File: src/common/t2cu_defs.svh
`ifndef T2CU_DEFS_SVH
`define T2CU_DEFS_SVH
// Summary of operation
// - Overflow sets flag bit 7 unless serial-clock mode.
// - Trigger capture or reload sets edge flag bit 6.
// - Bit 5 picks this timer as receive clock.
// - Bit 4 picks this timer as transmit clock.
// - Bit 3 enables trigger pin outside serial-clock mode.
// - Run bit 2 gates counting; otherwise hold.
// - Timer mode counts every two system clocks.
// - Counter mode counts count pin falling edges.
// - Reload mode reloads on overflow and trigger.
// - Capture mode copies counter on trigger edges.
// - Serial-clock mode ignores capture/reload select.
// - Serial-clock mode reloads on every overflow.
// - Reload/capture bytes exist and reset to zero.

// ============================================================
// Register indexes; the byte address is four times the index.
`define T2CU_IDX_CONTROL 8'hc8
`define T2CU_IDX_RELOAD_LOW 8'hca
`define T2CU_IDX_RELOAD_HIGH 8'hcb
`define T2CU_IDX_COUNT_LOW 8'hcc
`define T2CU_IDX_COUNT_HIGH 8'hcd
`define T2CU_IDX_IRQ_STATUS 8'he0
`define T2CU_IDX_IRQ_MASK 8'he1

// ============================================================
// Control register bit positions.
`define T2CU_BIT_OVERFLOW 7
`define T2CU_BIT_EXT_EDGE 6
`define T2CU_BIT_RX_SEL 5
`define T2CU_BIT_TX_SEL 4
`define T2CU_BIT_TRIG_EN 3
`define T2CU_BIT_RUN 2
`define T2CU_BIT_CT_SEL 1
`define T2CU_BIT_CAP_SEL 0

// Interrupt status and mask bit positions.
`define T2CU_IRQ_OVERFLOW 0
`define T2CU_IRQ_EXT_EDGE 1

// ============================================================
// Reset values and timing.
`define T2CU_RST_BYTE 8'h00
`define T2CU_RST_WORD 16'h0000
`define T2CU_COUNT_MAX 16'hffff
`define T2CU_PIN_IDLE 1'b1
`define T2CU_DIV_CYCLES 2
`endif

File: src/common/t2cu_pkg.sv
package t2cu_pkg;

   // ============================================================
   // Main block state.
   typedef struct packed {
      logic overflow_flag;
      logic external_edge_flag;
      logic serial_rx_clock_select;
      logic serial_tx_clock_select;
      logic trigger_pin_enable;
      logic run_control;
      logic timer_counter_select;
      logic capture_reload_select;
      logic [7:0] reload_capture_low;
      logic [7:0] reload_capture_high;
      logic [7:0] count_low_byte;
      logic [7:0] count_high_byte;
      logic [1:0] irq_status;
      logic [1:0] irq_mask;
      logic ack;
      logic [7:0] rdata;
      logic rx_tick;
      logic tx_tick;
      logic irq;
   } t2cu_state_t;

   // ============================================================
   // Pin synchroniser with falling edge detector.
   typedef struct packed {
      logic meta;
      logic sync;
      logic last;
      logic fall;
   } t2cu_sync_state_t;

   // ============================================================
   // System clock divider.
   typedef struct packed {
      logic [1:0] count;
      logic pulse;
   } t2cu_div_state_t;

endpackage

File: src/logic/t2cu_sync.sv
`timescale 1ns/100ps
`include "t2cu_defs.svh"

module t2cu_sync
   import t2cu_pkg::*;
(
   input wire logic clock_i,
   input wire logic reset_n_i,
   input wire logic pin_i,
   output logic fall_o
);

   t2cu_sync_state_t s_r;
   t2cu_sync_state_t s_nxt;

   // Two flops resynchronise the pin; a third remembers the last level.
   always_comb begin
      s_nxt = s_r;
      s_nxt.meta = pin_i;
      s_nxt.sync = s_r.meta;
      s_nxt.last = s_r.sync;
      s_nxt.fall = s_r.last & ~s_r.sync;
   end

   always_ff @(posedge clock_i or negedge reset_n_i) begin
      if (!reset_n_i) begin
         s_r <= '{`T2CU_PIN_IDLE, `T2CU_PIN_IDLE, `T2CU_PIN_IDLE, 1'b0};
      end else begin
         s_r <= s_nxt;
      end
   end

   assign fall_o = s_r.fall;

endmodule

File: src/logic/t2cu_div.sv
`timescale 1ns/100ps
`include "t2cu_defs.svh"

module t2cu_div
   import t2cu_pkg::*;
(
   input wire logic clock_i,
   input wire logic reset_n_i,
   output logic pulse_o
);

   localparam logic [1:0] LAST = 2'(`T2CU_DIV_CYCLES - 1);

   t2cu_div_state_t s_r;
   t2cu_div_state_t s_nxt;

   // One enable pulse every divider period of the system clock.
   always_comb begin
      s_nxt = s_r;
      s_nxt.pulse = (s_r.count == LAST);
      if (s_r.count == LAST) begin
         s_nxt.count = 2'h0;
      end else begin
         s_nxt.count = s_r.count + 2'h1;
      end
   end

   always_ff @(posedge clock_i or negedge reset_n_i) begin
      if (!reset_n_i) begin
         s_r <= '{2'h0, 1'b0};
      end else begin
         s_r <= s_nxt;
      end
   end

   assign pulse_o = s_r.pulse;

endmodule

File: src/logic/t2cu_timer.sv
// Our own choice: register access over Wishbone.
`timescale 1ns/100ps
`include "t2cu_defs.svh"

module t2cu_timer
   import t2cu_pkg::*;
(
   input wire logic clock_i,
   input wire logic reset_n_i,
   input wire logic wb_cyc_i,
   input wire logic wb_stb_i,
   input wire logic wb_we_i,
   input wire logic [9:0] wb_adr_i,
   input wire logic [3:0] wb_sel_i,
   input wire logic [31:0] wb_dat_i,
   output logic [31:0] wb_dat_o,
   output logic wb_ack_o,
   input wire logic count_input_pin_i,
   input wire logic trigger_pin_i,
   input wire logic timer1_overflow_i,
   output logic serial_rx_clock_o,
   output logic serial_tx_clock_o,
   output logic irq_o
);

   // ============================================================
   // Pin conditioning and time base.
   logic count_fall;
   logic trigger_fall;
   logic div_pulse;

   t2cu_sync u_count_sync (
      .clock_i(clock_i),
      .reset_n_i(reset_n_i),
      .pin_i(count_input_pin_i),
      .fall_o(count_fall)
   );

   t2cu_sync u_trigger_sync (
      .clock_i(clock_i),
      .reset_n_i(reset_n_i),
      .pin_i(trigger_pin_i),
      .fall_o(trigger_fall)
   );

   t2cu_div u_div (
      .clock_i(clock_i),
      .reset_n_i(reset_n_i),
      .pulse_o(div_pulse)
   );

   // ============================================================
   // State.
   t2cu_state_t s_r;
   t2cu_state_t s_nxt;

   logic hit;
   logic wr;
   logic [7:0] idx;
   logic [7:0] wd;
   logic baud_mode;
   logic tick;
   logic overflow;
   logic trigger;
   logic reload_on_overflow;
   logic [15:0] count;
   logic [15:0] reload;
   logic [15:0] count_inc;
   logic [7:0] control_rd;

   assign count = {s_r.count_high_byte, s_r.count_low_byte};
   assign reload = {s_r.reload_capture_high, s_r.reload_capture_low};
   assign count_inc = count + 16'h0001;

   always_comb begin
      control_rd = `T2CU_RST_BYTE;
      control_rd[`T2CU_BIT_OVERFLOW] = s_r.overflow_flag;
      control_rd[`T2CU_BIT_EXT_EDGE] = s_r.external_edge_flag;
      control_rd[`T2CU_BIT_RX_SEL] = s_r.serial_rx_clock_select;
      control_rd[`T2CU_BIT_TX_SEL] = s_r.serial_tx_clock_select;
      control_rd[`T2CU_BIT_TRIG_EN] = s_r.trigger_pin_enable;
      control_rd[`T2CU_BIT_RUN] = s_r.run_control;
      control_rd[`T2CU_BIT_CT_SEL] = s_r.timer_counter_select;
      control_rd[`T2CU_BIT_CAP_SEL] = s_r.capture_reload_select;
   end

   // ============================================================
   // Next-state logic.
   always_comb begin
      s_nxt = s_r;

      // Classic Wishbone slave: one wait state, ack for one cycle.
      hit = wb_cyc_i & wb_stb_i & ~s_r.ack;
      wr = hit & wb_we_i & wb_sel_i[0];
      idx = wb_adr_i[9:2];
      wd = wb_dat_i[7:0];
      s_nxt.ack = hit;

      baud_mode = s_r.serial_rx_clock_select | s_r.serial_tx_clock_select;
      tick = s_r.run_control &
         (s_r.timer_counter_select ? count_fall : div_pulse);
      overflow = tick & (count == `T2CU_COUNT_MAX);
      trigger = trigger_fall & s_r.trigger_pin_enable & ~baud_mode;
      reload_on_overflow = baud_mode | ~s_r.capture_reload_select;

      // Counter advance, wrap and reload.
      if (tick) begin
         s_nxt.count_low_byte = count_inc[7:0];
         s_nxt.count_high_byte = count_inc[15:8];
      end
      if (overflow && reload_on_overflow) begin
         s_nxt.count_low_byte = s_r.reload_capture_low;
         s_nxt.count_high_byte = s_r.reload_capture_high;
      end
      if (trigger && !s_r.capture_reload_select) begin
         s_nxt.count_low_byte = reload[7:0];
         s_nxt.count_high_byte = reload[15:8];
      end

      // Register writes; a counter write wins over counting.
      if (wr) begin
         case (idx)
            `T2CU_IDX_CONTROL: begin
               s_nxt.overflow_flag = wd[`T2CU_BIT_OVERFLOW];
               s_nxt.external_edge_flag = wd[`T2CU_BIT_EXT_EDGE];
               s_nxt.serial_rx_clock_select = wd[`T2CU_BIT_RX_SEL];
               s_nxt.serial_tx_clock_select = wd[`T2CU_BIT_TX_SEL];
               s_nxt.trigger_pin_enable = wd[`T2CU_BIT_TRIG_EN];
               s_nxt.run_control = wd[`T2CU_BIT_RUN];
               s_nxt.timer_counter_select = wd[`T2CU_BIT_CT_SEL];
               s_nxt.capture_reload_select = wd[`T2CU_BIT_CAP_SEL];
            end
            `T2CU_IDX_RELOAD_LOW: begin
               s_nxt.reload_capture_low = wd;
            end
            `T2CU_IDX_RELOAD_HIGH: begin
               s_nxt.reload_capture_high = wd;
            end
            `T2CU_IDX_COUNT_LOW: begin
               s_nxt.count_low_byte = wd;
            end
            `T2CU_IDX_COUNT_HIGH: begin
               s_nxt.count_high_byte = wd;
            end
            `T2CU_IDX_IRQ_STATUS: begin
               s_nxt.irq_status = s_r.irq_status & ~wd[1:0];
            end
            `T2CU_IDX_IRQ_MASK: begin
               s_nxt.irq_mask = wd[1:0];
            end
            default: begin
            end
         endcase
      end

      // Capture copies both bytes in the same edge, over a write.
      if (trigger && s_r.capture_reload_select) begin
         s_nxt.reload_capture_low = count[7:0];
         s_nxt.reload_capture_high = count[15:8];
      end

      // Hardware flag sets win over a clear in the same cycle.
      if (overflow && !baud_mode) begin
         s_nxt.overflow_flag = 1'b1;
         s_nxt.irq_status[`T2CU_IRQ_OVERFLOW] = 1'b1;
      end
      if (trigger) begin
         s_nxt.external_edge_flag = 1'b1;
         s_nxt.irq_status[`T2CU_IRQ_EXT_EDGE] = 1'b1;
      end

      // Serial port baud clocks.
      s_nxt.rx_tick = s_r.serial_rx_clock_select ? overflow :
         timer1_overflow_i;
      s_nxt.tx_tick = s_r.serial_tx_clock_select ? overflow :
         timer1_overflow_i;

      s_nxt.irq = |(s_nxt.irq_status & s_nxt.irq_mask);

      // Read data shows the value held before this access.
      s_nxt.rdata = `T2CU_RST_BYTE;
      if (hit && !wb_we_i) begin
         case (idx)
            `T2CU_IDX_CONTROL: begin
               s_nxt.rdata = control_rd;
            end
            `T2CU_IDX_RELOAD_LOW: begin
               s_nxt.rdata = s_r.reload_capture_low;
            end
            `T2CU_IDX_RELOAD_HIGH: begin
               s_nxt.rdata = s_r.reload_capture_high;
            end
            `T2CU_IDX_COUNT_LOW: begin
               s_nxt.rdata = s_r.count_low_byte;
            end
            `T2CU_IDX_COUNT_HIGH: begin
               s_nxt.rdata = s_r.count_high_byte;
            end
            `T2CU_IDX_IRQ_STATUS: begin
               s_nxt.rdata = {6'h00, s_r.irq_status};
            end
            `T2CU_IDX_IRQ_MASK: begin
               s_nxt.rdata = {6'h00, s_r.irq_mask};
            end
            default: begin
               s_nxt.rdata = `T2CU_RST_BYTE;
            end
         endcase
      end
   end

   // ============================================================
   // State register.
   always_ff @(posedge clock_i or negedge reset_n_i) begin
      if (!reset_n_i) begin
         s_r <= '0;
         s_r.reload_capture_low <= `T2CU_RST_BYTE;
         s_r.reload_capture_high <= `T2CU_RST_BYTE;
         s_r.count_low_byte <= `T2CU_RST_BYTE;
         s_r.count_high_byte <= `T2CU_RST_BYTE;
      end else begin
         s_r <= s_nxt;
      end
   end

   // ============================================================
   // Outputs.
   assign wb_ack_o = s_r.ack;
   assign wb_dat_o = {24'h000000, s_r.rdata};
   assign serial_rx_clock_o = s_r.rx_tick;
   assign serial_tx_clock_o = s_r.tx_tick;
   assign irq_o = s_r.irq;

endmodule

File: config.mk
export PLATFORM = sky130hd
export DESIGN_NAME = t2cu_timer
export DESIGN_NICKNAME = d
export VERILOG_FILES = /design/src/common/t2cu_pkg.sv /design/src/logic/t2cu_sync.sv /design/src/logic/t2cu_div.sv /design/src/logic/t2cu_timer.sv
export VERILOG_INCLUDE_DIRS = /design/src /design/src/common
export SDC_FILE = /design/constraint.sdc
export NUM_CORES = 1
export LEC_CHECK = 0
export BUFFER_PORTS_ARGS = -buffer_cell sky130_fd_sc_hd__buf_2
export CAP_MARGIN = 5
export CORE_AREA = 2 2 107 109
export CTS_CLUSTER_DIAMETER = 150
export DETAILED_ROUTE_END_ITERATION = 10
export DIE_AREA = 0 0 109 111
export PLACE_DENSITY_LB_ADDON = 0.25
export SLEW_MARGIN = 20
export SYNTH_ARGS = -nofsm -noshare
export SYNTH_HDL_FRONTEND = slang
export SYNTH_SLANG_ARGS = --single-unit
export TNS_END_PERCENT = 50
File: constraint.sdc
create_clock -name clock_i -period 2.94 [get_ports clock_i]
set_clock_uncertainty 0.1 [all_clocks]
set_input_delay 0.588 -clock clock_i [delete_from_list [all_inputs] [get_ports clock_i]]
set_output_delay 0.588 -clock clock_i [all_outputs]
set_load 0.02 [all_outputs]
### Word level (Yosys, flattened, before mapping)

Cells that the tools add are included.

* register bits after elaboration: 67

* add/sub/neg operators: 2
* reductions and logical operators: 21
* bitwise gates (word level): 20
* muxes and demuxes: 22
* eq/ne operators: 9

Operators by type and width (number)
* 16-bit 2-to-1 mux: 4
* 8-bit equality test, second input constant: 7
* 8-bit case mux with 7 select lines: 1
* 8-bit 2-to-1 mux: 6
* 44-bit 2-to-1 mux: 1
* 16-bit by 1-bit adder with 16-bit output, second input constant: 1
* 16-bit equality test, second input constant: 1
* 2-bit nonzero test: 7
* 1-bit AND: 10
* 2-bit AND reduction: 5
* 1-bit 2-to-1 mux: 7
* 2-bit 2-to-1 mux: 3
* 1-bit logical AND: 5
* 1-bit inverter: 5
* 2-bit AND: 2
* 1-bit logical NOT: 3
* 2-bit by 1-bit adder with 2-bit output, second input constant: 1
* 2-bit by 1-bit equality test with 1-bit output, second input constant: 1
* 2-bit inverter: 1
* 1-bit OR: 2
* 2-bit OR reduction: 1

### Depth between registers and ports, before layout

* depth in word-level cells: 11
* gate-level depth with buffers: 8
* gate-level depth less buffers: 6

### Modules after synthesis

A second synthesis with hierarchy kept.

* cells, all modules: 394
* area total of the unflattened synthesis: 3857.4 µm²

By module, submodules not included
* t2cu_timer: times used 1, cells an instance 378, area an instance 3528.4 µm²
* t2cu_sync: times used 2, cells an instance 5, area an instance 117.6 µm²
* t2cu_div: times used 1, cells an instance 6, area an instance 93.8 µm²

### Least setup slack after synthesis

No wires, ideal clock.

* kind: input -> register
* start: in wb_adr_i[2]
* end: reg s_r, in the netlist count[1]
* arrival: 1.970 ns
* path slack: 0.776 ns
* buffers on the path: 3
* stages: 8
* data required time: 2.746 ns
* path through: clkbuf_1 nor2_1 and4_1 buf_2 and2_1 clkbuf_1 nor3_1 a211oi_1

RTL lines
* start, declared: line t2cu_timer.sv:13 `input wire logic [9:0] wb_adr_i,`
* end signal, assigned: line t2cu_timer.sv:222 `s_r <= s_nxt;`
* end, declared: line t2cu_timer.sv:54 `t2cu_state_t s_r;`

==> results.ini <==
[finish]
final_nets = 459
fill_cells = 1094
layout.cells.most_common = dfrtp_1
drive_gt1_share_pct = 22.98
layout_common_cells = 61 x dfrtp_1, 36 x buf_2, 24 x mux2i_1, 24 x a21oi_1, 24 x conb_1
area_delta_synth_final_pct = 14.71
regArea_um2 = 1684
antennaDiodeCount = 0
multi_input_area_um2 = 1778

[die]
rows = 39
die_w_um = 109
die_h_um = 111
die_area_um2 = 12100
io_pins = 90
start_util_pct = 34.01
core_area_um2 = 11080

[worst_setup_path]
crit_path_cell_trace = or3b_2 -> nand2_1 -> o21a_1 -> a21oi_1 -> o31ai_1
rr_worst_depth = 5
startpoint = control_rd[5]
critical_path_required_ns = 3.07
crit_fanout = 15
critical_path_class = flip-flop to flip-flop
cp.depth = 5
cp_slowest_cell = o21a_1
cp-start-kind = flip-flop
critPathCaptureType = flip-flop
critPathBufInv = 0
cp.arrival_ns = 2.54
r2r-start = control_rd[5]
timing.rr.end = count[6]
crit_path_end = count[6]
critPathTopFamily = compound AO/OA/AOI/OAI gates
max_stage_delay_ns = 0.64
r2r_slack_ns = 0.53

[pwr]
p_clk_share_pct = 52.4
ir_drop_mv = 0.2221
leakagePower_nw = 1.824
internal_power_mw = 1.826
p_sw_mw = 0.5245
p_seq_share_pct = 41.7
p_comb_share_pct = 6.0
p_per_area_nw_per_um2 = 543.8
switching_share_pct = 22.32

[drt]
highest_layer = met4
wl_per_cell_um = 17.42
drc = 0
drt_iter0_drc = 223
antenna_left = 0
dr_wl_met3_um = 638
wirelength_um = 9616
met2_length_um = 4493
num_vias = 2934
dr.pass1.iters = 5
vias_per_cell = 5.315
wl_met1_um = 4203

[synthesis]
syn_area_um2 = 3767
synth_cell_types = 58
synth_seq_area_share_pct = 44.70
avgSynthCellArea_um2 = 10.07
synth-seq-cells = 67
syn_inst = 374
synth_ff_type = dfrtp_1
synth_edf_count = 0
ys.warnings.count = 0
async_flop_share_pct = 100.0

[clock_tree]
worstSkewPairLatency_ns = 0.33
htreeDepth = 3
cts_made_buffers = 9
cts_root_buffer = clkbuf_16
ctsHoldBuffers = 0
postCtsSetupBuffers = 0
cts.sinks = 67
clk_pin_slew_worst_paths_ns = 0.06
cts.repair.resized = 0
clock_path_buffers = 2
cts_tree = yes

[global_route]
grt_first_pass_wirelength_um = 15490
track_usage_pct = 16.97
grt-ovfl-total = 0
grt_max_degree = 44
grt_pass1_vias = 2864
antenna_found_initial = 0

[sta]
fmax_ghz = 0.4155
setup_viol = 0
setup_ws_ns = 0.5330
rsz0062_at_grt = false
fin_tns_setup_ns = 0
period_share_pct = 81.87
maxSlewViolCount = 0
period_needed_ns = 2.407
hold_viol_final = 0
slew_headroom_pct = 51.78
worstMarginPinSlew_ns = 0.7233

[place]
gp_congestion = 0.9269
pre_cts_ws_ns = 0.4458
dp_hpwl_um = 6884
io_buffers = 36

[run]
drv_cap = 0

[status]
status = completed

[worst_hold_path]
worst_hold_path_type = input port to async pin

power groups by stage:
stage	registers (mW)	clock network (mW)	logic, mW
floorplan	0.986	0	0.108
global placement	0.994	0	0.138
global route	0.982	1.31	0.157
finish	0.979	1.23	0.140
CTS	0.979	1.26	0.141
detailed placement	0.995	0	0.140
state kept, by name, summed over array words and instances, names as in the netlist:
signal / flops
u_count_sync.s_r: 1
irq_o: 1
reload: 16
u_trigger_sync.s_nxt: 2
control_rd: 8
serial_tx_clock_o: 1
u_div.pulse_o: 1
wb_ack_o: 1
serial_rx_clock_o: 1
s_r: 4
u_trigger_sync.s_r: 1
count: 16
u_count_sync.s_nxt: 2
u_div.s_r: 2
u_count_sync.fall_o: 1
wb_dat_o: 8
u_trigger_sync.fall_o: 1
worst register-to-register path, delay by kind of cell, from the launching register on:
kind,cells,cell delay [ns]
flip-flops,1,0.43
AO/OA/AOI/OAI,3,1.03
AND/OR/NAND/NOR,2,0.75
Yosys cell counts (3+ instances only):
cell type / instances / area share [%]
dfstp_2: 6 / 4.2
nand2_1: 20 / 2.0
clkbuf_1: 12 / 1.2
o21ai_0: 6 / 0.80
a31oi_1: 5 / 0.83
mux2_2: 11 / 3.3
and4_1: 3 / 0.70
a211oi_1: 6 / 1.2
buf_4: 32 / 6.4
nand4_1: 9 / 1.5
nand3_1: 12 / 1.6
xnor2_1: 8 / 1.9
nor4_1: 3 / 0.50
mux2i_1: 24 / 6.4
a22oi_1: 14 / 2.8
xor2_1: 6 / 1.4
buf_2: 6 / 0.80
dfrtp_1: 61 / 41
a221oi_1: 6 / 1.4
inv_1: 11 / 1.1
nor3_1: 23 / 3.1
nor2b_1: 4 / 0.66
a21oi_1: 24 / 3.2
nor2_1: 22 / 2.2
cell type report:
cell class | instances | area share (%)
clock buffers | 10 | 5.298
clock inverters | 6 | 2.606
inverters | 11 | 0.9554
multi-input cells | 265 | 41.14
flip-flops and latches | 67 | 38.97
well taps | 143 | 4.140
repair buffers | 50 | 6.891
metrics by stage:
step / instance area (um^2) / power (mW) / util [%] / hold slack (ns) / instances
6_report: 4322 / 2.350 / 39.02 / 0.1568 / 552
5_1_grt: 4322 / 2.446 / 39.02 / 0.1985 / 552
4_1_cts: 4322 / 2.379 / 39.02 / 0.1652 / 552
3_5_place_dp: 3980 / 1.135 / 35.93 / 0.2472 / 536
3_3_place_gp: 3980 / 1.133 / 35.93 / 0.2453 / 536
2_1_floorplan: 3854 / 1.094 / - / 0.1924 / 397
layer usage:
layer | vias to the layer above | global-route usage (%)
met2 | 122 | 25.71
met3 | 20 | 4.115
met5 | - | 0
li1 | 1370 | -
met1 | 1422 | 23.03
met4 | 0 | 7.009
cells by family (layout without fill, tap and decap cells):
family,Yosys count,after routing,synth area share [%]
compound gates,71,71,12.65
xor+xnor,14,14,3.255
fa+ha+maj,1,1,0.3321
buf+inv,65,77,10.39
flops,67,67,44.70
mux,35,35,9.665
other cells,1,24,0.09954
simple gates,120,120,18.90
worst min-delay path by stage:
stage	end	from	cells after the start	slack [ns]
after floorplan	control_rd[0]	reset_n_i	0	0.19
after global placement	u_count_sync.s_nxt[1]	u_count_sync.s_nxt[2]	0	0.25
after detailed placement	u_trigger_sync.s_nxt[1]	u_trigger_sync.s_nxt[2]	0	0.25
after CTS	u_count_sync.fall_o	reset_n_i	1	0.17
after global routing	u_count_sync.fall_o	reset_n_i	1	0.20
final	u_div.s_r[2]	reset_n_i	1	0.16
Power figures use the tool's default switching activity.
